[config.mk]
export PLATFORM = sky130hd
export DESIGN_NAME = udc_ctrl
export DESIGN_NICKNAME = d
export VERILOG_FILES = /design/src/udc_pkg.sv /design/src/udc_crc.sv /design/src/udc_ctrl.sv /design/src/udc_fifo.sv
export SDC_FILE = /design/constraint.sdc
export NUM_CORES = 1
export LEC_CHECK = 0
export BUFFER_PORTS_ARGS = -buffer_cell sky130_fd_sc_hd__buf_2
export CAP_MARGIN = 30
export CORE_ASPECT_RATIO = 1.25
export CORE_MARGIN = 8
export CORE_UTILIZATION = 61
export CTS_BUF_LIST = sky130_fd_sc_hd__clkbuf_2 sky130_fd_sc_hd__clkbuf_4 sky130_fd_sc_hd__clkbuf_8
export CTS_CLUSTER_SIZE = 30
export DETAILED_ROUTE_END_ITERATION = 7
export PLACE_DENSITY = 0.83
export SLEW_MARGIN = 20
export SYNTH_ARGS = -nofsm -noshare
export SYNTH_HDL_FRONTEND = slang
export SYNTH_SLANG_ARGS = --single-unit
[constraint.sdc]
create_clock -name i_clk -period 3.6 [get_ports i_clk]
set_input_delay 0.18 -clock i_clk [delete_from_list [all_inputs] [get_ports i_clk]]
set_output_delay 0.18 -clock i_clk [all_outputs]
set_load 0.03 [all_outputs]
[src/udc_pkg.sv]
/*
  shared constants, commands and carriers of the ultra dma mode and crc control block.
  assumes a single 100 MHz clock domain on the device side; the host drives the pin carrier without a clock.
*/
package udc_pkg;

  // ==========================================================
  // widths and limits
  localparam int          UDC_DW       = 16;
  localparam int          UDC_MODE_W   = 3;
  localparam int          UDC_CNT_W    = 16;
  localparam int          UDC_BURST_W  = 8;
  localparam int          UDC_SYNC_N   = 2;
  localparam logic [2:0]  UDC_MAX_MODE = 3'h6;
  localparam logic [2:0]  UDC_MW_DFLT  = 3'h0;
  localparam logic        UDC_REVERT_RST = 1'b0;
  localparam int          UDC_PAUSE_LVL  = 2;

  // ==========================================================
  // identify word layout: supported set low, selected mode high
  localparam int          UDC_ID_SUP_LSB = 0;
  localparam int          UDC_ID_SEL_LSB = 8;

  // ==========================================================
  // crc defaults
  localparam logic [15:0] UDC_CRC_POLY = 16'h1021;
  localparam logic [15:0] UDC_CRC_SEED = 16'hffff;

  // ==========================================================
  // commands from the device's command decoder
  typedef enum logic [2:0]
  {
    UDC_CMD_SET_MODE,
    UDC_CMD_REVERT_ON,
    UDC_CMD_REVERT_OFF,
    UDC_CMD_SOFT_RST,
    UDC_CMD_DEV_RST,
    UDC_CMD_WRITE_DMA
  } udc_cmd_e;

  typedef struct packed
  {
    udc_cmd_e               op;
    logic [UDC_MODE_W-1:0]  mode;
    logic [UDC_CNT_W-1:0]   count;
  } udc_cmd_s;

  // host pins as seen by the device
  typedef struct packed
  {
    logic                   hw_rst_n;
    logic                   dmack_n;
    logic                   stop;
    logic                   hstrobe;
    logic [UDC_DW-1:0]      hd;
  } udc_pins_s;

  typedef struct packed
  {
    logic                   udma_vld;
    logic [UDC_MODE_W-1:0]  udma_mode;
    logic                   revert_en;
    logic                   crc_err;
    logic [UDC_BURST_W-1:0] err_burst;
  } udc_status_s;

endpackage
[src/udc_crc.sv]
/*
  running crc over one data word per enable, msb first.
  assumes init and enable never arrive together.
*/
`timescale 1ns/1ns
module udc_crc
  import udc_pkg::*;
#(
  parameter int          W    = 16,
  parameter logic [15:0] POLY = UDC_CRC_POLY,
  parameter logic [15:0] SEED = UDC_CRC_SEED
)
(
  input  wire logic         i_clk,
  input  wire logic         i_arst_n,
  input  wire logic         i_init,
  input  wire logic         i_en,
  input  wire logic [W-1:0] i_data,
  output logic [15:0]       o_crc
);

  logic [15:0] crc_ff;
  logic [15:0] nxt_crc;

  // ==========================================================
  // bitwise update unrolled by the loop, one word per cycle
  always_comb
  begin
    logic fb;
    fb      = 1'b0;
    nxt_crc = crc_ff;
    if (i_init)
    begin
      nxt_crc = SEED;
    end
    else if (i_en)
    begin
      for (int i = W - 1; i >= 0; i--)
      begin
        fb      = nxt_crc[15] ^ i_data[i];
        nxt_crc = {nxt_crc[14:0], 1'b0} ^ (fb ? POLY : 16'h0000);
      end
    end
  end

  always_ff @(posedge i_clk or negedge i_arst_n)
  begin
    if (!i_arst_n)
    begin
      crc_ff <= SEED;
    end
    else
    begin
      crc_ff <= nxt_crc;
    end
  end

  assign o_crc = crc_ff;

endmodule

[src/udc_ctrl.sv]
/*
  ultra dma mode selection and data-out burst crc checking, device side.
  assumes commands come from the device's own decoder on i_clk and the host
  pins arrive asynchronously; the host strobe is far slower than i_clk.
*/
`timescale 1ns/1ns
module udc_ctrl
  import udc_pkg::*;
#(
  parameter logic [2:0] MAX_MODE     = UDC_MAX_MODE,
  parameter bit         ABORT_ON_CRC = 1'b0,
  parameter int         FIFO_DEPTH   = 4
)
(
  input  wire logic                   i_clk,
  input  wire logic                   i_arst_n,
  input  wire logic                   i_cmd_valid,
  input  wire udc_cmd_s               i_cmd,
  input  wire udc_pins_s              i_pins,
  input  wire logic                   i_rd_ready,
  input  wire logic                   i_intrq_clr,
  output logic                        o_dmarq,
  output logic                        o_ddmardy_n,
  output logic                        o_ddmardy_oe,
  output logic [15:0]                 o_ident_udma,
  output logic [UDC_MODE_W-1:0]       o_mwdma_mode,
  output udc_status_s                 o_status,
  output logic                        o_busy,
  output logic                        o_cmd_done,
  output logic                        o_cmd_fail,
  output logic                        o_intrq,
  output logic                        o_rd_valid,
  output logic [UDC_DW-1:0]           o_rd_data
);

  typedef enum logic [2:0]
  {
    ST_IDLE,
    ST_REQ,
    ST_BURST,
    ST_CRC,
    ST_END
  } udc_state_e;

  localparam int LW = $clog2(FIFO_DEPTH+1);

  // ==========================================================
  // pin synchroniser: two stages, then one history stage
  udc_pins_s sync1_ff;
  udc_pins_s sync2_ff;
  udc_pins_s hist_ff;

  always_ff @(posedge i_clk or negedge i_arst_n)
  begin
    if (!i_arst_n)
    begin
      sync1_ff <= '{hw_rst_n: 1'b1, dmack_n: 1'b1, default: '0};
      sync2_ff <= '{hw_rst_n: 1'b1, dmack_n: 1'b1, default: '0};
      hist_ff  <= '{hw_rst_n: 1'b1, dmack_n: 1'b1, default: '0};
    end
    else
    begin
      sync1_ff <= i_pins;
      sync2_ff <= sync1_ff;
      hist_ff  <= sync2_ff;
    end
  end

  // edges seen only after the second stage
  logic strobe_edge;
  logic ack_rise;
  logic hw_rst;
  assign strobe_edge = sync2_ff.hstrobe ^ hist_ff.hstrobe;
  assign ack_rise    = sync2_ff.dmack_n & ~hist_ff.dmack_n;
  assign hw_rst      = ~sync2_ff.hw_rst_n;

  // ==========================================================
  // state of the mode selection and the command in flight
  udc_state_e             st_ff,      nxt_st;
  logic                   mvld_ff,    nxt_mvld;
  logic [UDC_MODE_W-1:0]  mode_ff,    nxt_mode;
  logic                   revert_ff,  nxt_revert;
  logic [UDC_CNT_W-1:0]   left_ff,    nxt_left;
  logic [UDC_BURST_W-1:0] burst_ff,   nxt_burst;
  logic                   err_ff,     nxt_err;
  logic [UDC_BURST_W-1:0] errb_ff,    nxt_errb;
  logic                   abort_ff,   nxt_abort;
  logic [15:0]            hcrc_ff,    nxt_hcrc;
  logic                   dmarq_ff,   nxt_dmarq;
  logic                   pause_ff,   nxt_pause;
  logic                   oe_ff,      nxt_oe;
  logic                   done_ff,    nxt_done;
  logic                   fail_ff,    nxt_fail;
  logic                   intrq_ff,   nxt_intrq;
  logic [15:0]            ident_ff,   nxt_ident;
  logic                   busy_ff,    nxt_busy;

  logic                   crc_init;
  logic                   take;
  logic [15:0]            dev_crc;
  logic                   fifo_in_ready;
  logic [LW-1:0]          fifo_level;
  logic                   in_burst;

  // data words count only inside a properly opened burst
  assign in_burst = mvld_ff & dmarq_ff & ~sync2_ff.dmack_n;
  assign take     = (st_ff == ST_BURST) & in_burst & strobe_edge & (left_ff != '0);
  assign crc_init = (st_ff == ST_REQ) & ~sync2_ff.dmack_n;

  // ==========================================================
  // next-state logic
  always_comb
  begin
    nxt_st     = st_ff;
    nxt_mvld   = mvld_ff;
    nxt_mode   = mode_ff;
    nxt_revert = revert_ff;
    nxt_left   = left_ff;
    nxt_burst  = burst_ff;
    nxt_err    = err_ff;
    nxt_errb   = errb_ff;
    nxt_abort  = abort_ff;
    nxt_hcrc   = hcrc_ff;
    nxt_dmarq  = dmarq_ff;
    nxt_done   = 1'b0;
    nxt_fail   = 1'b0;
    // set beats a clear arriving in the same cycle
    nxt_intrq  = (intrq_ff & ~i_intrq_clr) | (st_ff == ST_END);
    case (st_ff)
      ST_IDLE:
      begin
        nxt_dmarq = 1'b0;
        if (i_cmd_valid)
        begin
          nxt_done = 1'b1;
          case (i_cmd.op)
            UDC_CMD_SET_MODE:
            begin
              // any mode up to the fastest is accepted; the newest wins
              if (i_cmd.mode <= MAX_MODE)
              begin
                nxt_mvld = 1'b1;
                nxt_mode = i_cmd.mode;
              end
              else
              begin
                nxt_fail = 1'b1;
              end
            end
            UDC_CMD_REVERT_ON:  nxt_revert = 1'b1;
            UDC_CMD_REVERT_OFF: nxt_revert = 1'b0;
            UDC_CMD_SOFT_RST,
            UDC_CMD_DEV_RST:
            begin
              // mode survives unless reverting was enabled
              if (revert_ff)
              begin
                nxt_mvld = 1'b0;
              end
            end
            UDC_CMD_WRITE_DMA:
            begin
              if (mvld_ff && i_cmd.count != '0)
              begin
                nxt_done  = 1'b0;
                nxt_left  = i_cmd.count;
                nxt_burst = '0;
                nxt_err   = 1'b0;
                nxt_errb  = '0;
                nxt_abort = 1'b0;
                nxt_st    = ST_REQ;
              end
              else
              begin
                nxt_fail = 1'b1;
              end
            end
            default:
            begin
              nxt_fail = 1'b1;
            end
          endcase
        end
      end
      ST_REQ:
      begin
        nxt_dmarq = 1'b1;
        if (!sync2_ff.dmack_n)
        begin
          nxt_burst = burst_ff + 1'b1;
          nxt_st    = ST_BURST;
        end
      end
      ST_BURST:
      begin
        if (take)
        begin
          nxt_left = left_ff - 1'b1;
        end
        // last word taken: stop requesting so the host closes the burst
        if (take && left_ff == 16'h0001)
        begin
          nxt_dmarq = 1'b0;
        end
        if (ack_rise)
        begin
          // host crc is on the bus while it lifts its acknowledge
          nxt_hcrc  = sync2_ff.hd;
          nxt_dmarq = 1'b0;
          nxt_st    = ST_CRC;
        end
      end
      ST_CRC:
      begin
        if (hcrc_ff != dev_crc)
        begin
          if (!err_ff)
          begin
            nxt_err  = 1'b1;
            nxt_errb = burst_ff;
          end
          nxt_abort = ABORT_ON_CRC;
        end
        if (left_ff == '0 || (ABORT_ON_CRC && (hcrc_ff != dev_crc)))
        begin
          nxt_st = ST_END;
        end
        else
        begin
          nxt_st = ST_REQ;
        end
      end
      ST_END:
      begin
        nxt_done = 1'b1;
        nxt_fail = abort_ff | err_ff;
        nxt_st   = ST_IDLE;
      end
      default:
      begin
        nxt_st = ST_IDLE;
      end
    endcase
    // hardware reset from the pin, once through both synchroniser stages, drops the ultra mode in any state
    if (hw_rst)
    begin
      nxt_mvld   = 1'b0;
      nxt_revert = UDC_REVERT_RST;
      nxt_dmarq  = 1'b0;
      nxt_st     = ST_IDLE;
    end
  end

  // ==========================================================
  // pause and ident: pause early since the host may send a few more words
  always_comb
  begin
    nxt_pause = (fifo_level >= LW'(UDC_PAUSE_LVL)) | ~fifo_in_ready;
    nxt_oe    = (st_ff == ST_BURST) & in_burst;
    nxt_busy  = (nxt_st != ST_IDLE);
    nxt_ident = '0;
    for (int m = 0; m < 8; m++)
    begin
      nxt_ident[UDC_ID_SUP_LSB + m] = (3'(m) <= MAX_MODE);
      // taken from the next values so the word moves together with the status
      nxt_ident[UDC_ID_SEL_LSB + m] = nxt_mvld & (nxt_mode == 3'(m));
    end
  end

  // ==========================================================
  // registers
  always_ff @(posedge i_clk or negedge i_arst_n)
  begin
    if (!i_arst_n)
    begin
      st_ff     <= ST_IDLE;
      mvld_ff   <= 1'b0;
      mode_ff   <= '0;
      revert_ff <= UDC_REVERT_RST;
      left_ff   <= '0;
      burst_ff  <= '0;
      err_ff    <= 1'b0;
      errb_ff   <= '0;
      abort_ff  <= 1'b0;
      hcrc_ff   <= '0;
      dmarq_ff  <= 1'b0;
      pause_ff  <= 1'b0;
      oe_ff     <= 1'b0;
      done_ff   <= 1'b0;
      fail_ff   <= 1'b0;
      intrq_ff  <= 1'b0;
      ident_ff  <= '0;
      busy_ff   <= 1'b0;
    end
    else
    begin
      st_ff     <= nxt_st;
      mvld_ff   <= nxt_mvld;
      mode_ff   <= nxt_mode;
      revert_ff <= nxt_revert;
      left_ff   <= nxt_left;
      burst_ff  <= nxt_burst;
      err_ff    <= nxt_err;
      errb_ff   <= nxt_errb;
      abort_ff  <= nxt_abort;
      hcrc_ff   <= nxt_hcrc;
      dmarq_ff  <= nxt_dmarq;
      pause_ff  <= nxt_pause;
      oe_ff     <= nxt_oe;
      done_ff   <= nxt_done;
      fail_ff   <= nxt_fail;
      intrq_ff  <= nxt_intrq;
      ident_ff  <= nxt_ident;
      busy_ff   <= nxt_busy;
    end
  end

  // ==========================================================
  // device crc over every word taken in the burst
  udc_crc #(
    .W    (UDC_DW)
  ) u_crc (
    .i_clk    (i_clk),
    .i_arst_n (i_arst_n),
    .i_init   (crc_init),
    .i_en     (take),
    .i_data   (sync2_ff.hd),
    .o_crc    (dev_crc)
  );

  // received words wait here for the device side to drain them
  udc_fifo #(
    .W (UDC_DW),
    .D (FIFO_DEPTH)
  ) u_fifo (
    .i_clk       (i_clk),
    .i_arst_n    (i_arst_n),
    .i_in_valid  (take),
    .o_in_ready  (fifo_in_ready),
    .i_in_data   (sync2_ff.hd),
    .o_out_valid (o_rd_valid),
    .i_out_ready (i_rd_ready),
    .o_out_data  (o_rd_data),
    .o_level     (fifo_level)
  );

  // ==========================================================
  // outputs
  assign o_dmarq      = dmarq_ff;
  assign o_ddmardy_n  = pause_ff;
  assign o_ddmardy_oe = oe_ff;
  assign o_ident_udma = ident_ff;
  assign o_mwdma_mode = UDC_MW_DFLT;
  assign o_status     = '{udma_vld: mvld_ff, udma_mode: mode_ff, revert_en: revert_ff,
                          crc_err: err_ff, err_burst: errb_ff};
  assign o_busy       = busy_ff;
  assign o_cmd_done   = done_ff;
  assign o_cmd_fail   = fail_ff;
  assign o_intrq      = intrq_ff;

endmodule

[src/udc_fifo.sv]
/*
  small synchronous fifo with valid/ready on both sides and a fill level.
  assumes one clock; read data comes from a register.
*/
`timescale 1ns/1ns
module udc_fifo
  import udc_pkg::*;
#(
  parameter int W = 16,
  parameter int D = 4
)
(
  input  wire logic                 i_clk,
  input  wire logic                 i_arst_n,
  input  wire logic                 i_in_valid,
  output logic                      o_in_ready,
  input  wire logic [W-1:0]         i_in_data,
  output logic                      o_out_valid,
  input  wire logic                 i_out_ready,
  output logic [W-1:0]              o_out_data,
  output logic [$clog2(D+1)-1:0]    o_level
);

  localparam int AW = $clog2(D);
  localparam int LW = $clog2(D+1);

  logic [W-1:0]  mem_ff [D];
  logic [AW-1:0] wr_ff;
  logic [AW-1:0] rd_ff;
  logic [LW-1:0] cnt_ff;
  logic [W-1:0]  out_ff;
  logic          out_vld_ff;
  logic          push;
  logic          pop;

  // ==========================================================
  // handshakes
  // the head moves into out_ff whenever that register is empty or being drained,
  // so the reader sees data and valid straight from flip-flops
  assign o_in_ready  = (cnt_ff != LW'(D));
  assign o_out_valid = out_vld_ff;
  assign push        = i_in_valid & o_in_ready;
  assign pop         = (cnt_ff != '0) & (~out_vld_ff | i_out_ready);
  assign o_out_data  = out_ff;
  assign o_level     = cnt_ff;

  // storage has no reset; pointers and count do
  always_ff @(posedge i_clk)
  begin
    if (push)
    begin
      mem_ff[wr_ff] <= i_in_data;
    end
    if (pop)
    begin
      out_ff <= mem_ff[rd_ff];
    end
  end

  always_ff @(posedge i_clk or negedge i_arst_n)
  begin
    if (!i_arst_n)
    begin
      wr_ff  <= '0;
      rd_ff  <= '0;
      cnt_ff <= '0;
      out_vld_ff <= 1'b0;
    end
    else
    begin
      if (push)
      begin
        wr_ff <= (wr_ff == AW'(D-1)) ? '0 : wr_ff + 1'b1;
      end
      if (pop)
      begin
        rd_ff <= (rd_ff == AW'(D-1)) ? '0 : rd_ff + 1'b1;
      end
      cnt_ff <= cnt_ff + LW'(push) - LW'(pop);
      out_vld_ff <= pop | (out_vld_ff & ~i_out_ready);
    end
  end

endmodule

==> impl_metrics.yaml <==
critical_path:
  crit_path_end: "u_fifo.o_level[2]"
  cp-end-kind: "register"
  worstPathRequired_ps: 3980
  cp-startpoint: "st_ff[0]"
  r2r_end: "u_fifo.o_level[2]"
  crit_slowest_cell: "a31oi_1"
  crit_chain: "or2_2, nor4_1, o21ai_1, a31oi_1, ha_1, inv_1, fa_1, xor2_1"
  cp_max_fo: 12
  critPathKind: "reg2reg"
  crit_buf_inv: 1
  r2r_cells: 8
  critPathLaunchType: "register"
  cp.depth: 8
  r2r_setup_slack_ps: 650
  cp_top_family: "compound AO/OA/AOI/OAI gates"
  cp.arrival_ps: 3330
  max_stage_delay_ps: 550
  r2r_start: "st_ff[0]"
pwr:
  peakVddDrop_uv: 377.0
  leakagePower_nw: 4.835
  powerDensity_nw_per_um2: 505.0
logic_synthesis:
  synth_area_leaders: "dfrtp_1, edfxtp_1, dfstp_2, mux4_2, xnor2_1"
  yosysWarnings: 0
  syn-cell-area_sq_um: 9422
  avgSynthCellArea_sq_um: 13.50
  synth_commonest_cells: "dfrtp_1, edfxtp_1, nor2_1"
  synth_top_area_share_pct: 30.81
  synthArstFlopShare_pct: 63.13
  synthCells: 698
  yosysMostFrequentCell: "dfrtp_1"
  synth_cell_types: 70
  yosys_most_used_dff: "dfrtp_1"
  yosysTopAreaCell: "dfrtp_1"
  ys_ff_latch: 217
  synth-edff-count: 80
  ys_seq_area_share_pct: 62.16
sta:
  maxSlewHeadroom_pct: 34.98
  setup_viol: 0
  fmax_mhz: 339.5
  min_period_over_period_pct: 81.82
  rsz0062_at_grt: "no"
  hold_viol_final: 0
  worstMarginPinSlew_ps: 973.2
  skew_ps: 13.09
  tns_ps: 0
  period_needed_ps: 2945
  fin_hold_ws_ps: 27.87
  setup_ws_ps: 654.6
  final-max-slew-violation-count: 0
route:
  firstDrtPassIters: 5
  drtIter0Drc: 289
  ant_nets: 0
  route.final.wire_length_microns: 19300
  wl_per_cell_microns: 17.94
  drc: 0
  viasPerCell: 5.617
  via_count: 6044
clock_network:
  h-tree-depth: 2
  insertion_delay_ps: 500
  clockBufferDepth: 3
  post-cts-setup-buffers: 0
  clk_pin_slew_ps: 60
  cts_inserted_buffers: 35
  cts_tree: "done"
  cts_root_buffer: "clkbuf_8"
  clock_sinks: 217
global_routing:
  grt_max_degree: 78
  grt_pass1_vias: 6535
  grt_pass1_wl_microns: 31880
  gr-usage-all-layers_pct: 20.05
  antenna_found_initial: 0
  grt_overflow: 0
placed_design:
  dpl_cell_area_sq_um: 10100
  pre_cts_slack_ps: 697.4
  routabilityCongestion: 0.8515
  hpwlAfterDp_microns: 13120
  port_buffers: 98
status:
  status: "complete, no violations"
worst_hold_path:
  whs_path_depth: 3
  hold_path_class: "in2reg"
layout:
  final_layout_size_suffix_gt1_share_pct: 28.70
  insertedDiodeCount: 0
  final_area_sq_um: 11140
  multi_input_area_sq_um: 3301
  num-nets-final: 897
  finish.utilization_pct: 72.41
  filler_cell_count: 1002
  register_area_sq_um: 5857
  area_growth_pct: 18.19
floorplan:
  fp.coreArea_sq_um: 15380
  die_h_microns: 155.0
  ioPinCount: 104
  start_util_pct: 61.26
  dieWidth_microns: 127.2
  rows: 51
  dieArea_sq_um: 19700
flow_run:
  cap_violations: 0
==> per-layer routing <==
layer / part of all wire (%) / global-route usage (%)
met1: 39 / 22.59
met2: 53 / 36.02
met3: 5.1 / 4.384
met4: 2.9 / 8.291
met5: 0 / 0
==> worst min-delay path by stage <==
stage,start,to,slack [ps]
detailed placement,i_arst_n,u_fifo.rd_ff[0],260
finish,i_cmd[1],left_ff[1],30
CTS,i_cmd[1],left_ff[1],1
global placement,i_arst_n,u_fifo.rd_ff[1],240
global route,i_cmd[6],left_ff[6],30
floorplan,i_arst_n,burst_ff[0],-120
==> cells by family (layout without fill, tap and decap cells) <==
family          count (synthesis)  after routing  synth area share, %
flops                         217            217                62.16
simple gates                  167            167                9.230
compound gates                133            133                8.818
xor+xnor                       73             73                8.871
buf+inv                        58            221                2.961
mux                            36             36                6.202
fa+ha+maj                      12             12                1.673
other cells                     2              5              0.07971
==> tightest hold or removal path: stages <==
cell	delay [ps]
buf_2	90
a21oi_1	50
o21ai_0	150
==> report_power, final <==
group	switching [W]	internal, W
clock	0.000902	0.00129
combinational	0.000376	0.000322
sequential	0.0000906	0.00265
==> cell type report <==
class | instances | share of cell area (%)
Inverter | 18 | 0.6067
Timing Repair Buffer | 140 | 8.022
Tap cell | 212 | 2.382
Multi-Input combinational cell | 426 | 29.64
Clock inverter | 3 | 0.1236
Sequential cell | 217 | 52.60
Clock buffer | 60 | 6.629
==> placed cells by master (no fill, tap or decap), drive strengths merged, types with 3 or more instances in the layout <==
cell and n:
nand2 27, nor2 52, edfxtp 80, o21bai 3
clkinv 3, ha 11, xnor2 37, a22oi 8
o22a 5, nor3b 5, a21boi 3, o21ai 53
nor4 15, a21oi 30, nand4 3, and3 4
nor2b 3, nand3 9, clkbuf 60, and2 6
nor3 15, xnor3 8, a211oi 3, mux4 16
dlygate4sd3 28, buf 112, or4 8, mux2 19
a22o 8, dfstp 21, conb 5, nand2b 11
inv 18, dfrtp 116, xor2 26, o21a 5
==> per-stage QoR <==
| step | instances | total power [W] |
|---|---|---|
| 2_1_floorplan | 701 | 0.003265 |
| 3_3_place_gp | 983 | 0.003417 |
| 3_5_place_dp | 985 | 0.003451 |
| 4_1_cts | 1076 | 0.005671 |
| 5_1_grt | 1076 | 0.005837 |
| 6_report | 1076 | 0.005624 |
==> timing repair <==
action | in CTS | in global routing
hold endpoints to repair | 89 | 0
hold buffers | 28 | 0
gates resized for setup | 0 | 0
==> sequential cells by signal, summed over array words and instances (netlist names), 8 cells and up <==
signal / flops
u_crc.o_crc: 16
left_ff: 16
u_fifo.o_out_data: 16
errb_ff: 8
u_fifo.mem_ff: 64
burst_ff: 8
hcrc_ff: 16
sync2_ff: 19
o_ident_udma: 9
sync1_ff: 19
Power figures use the tool's default switching activity.
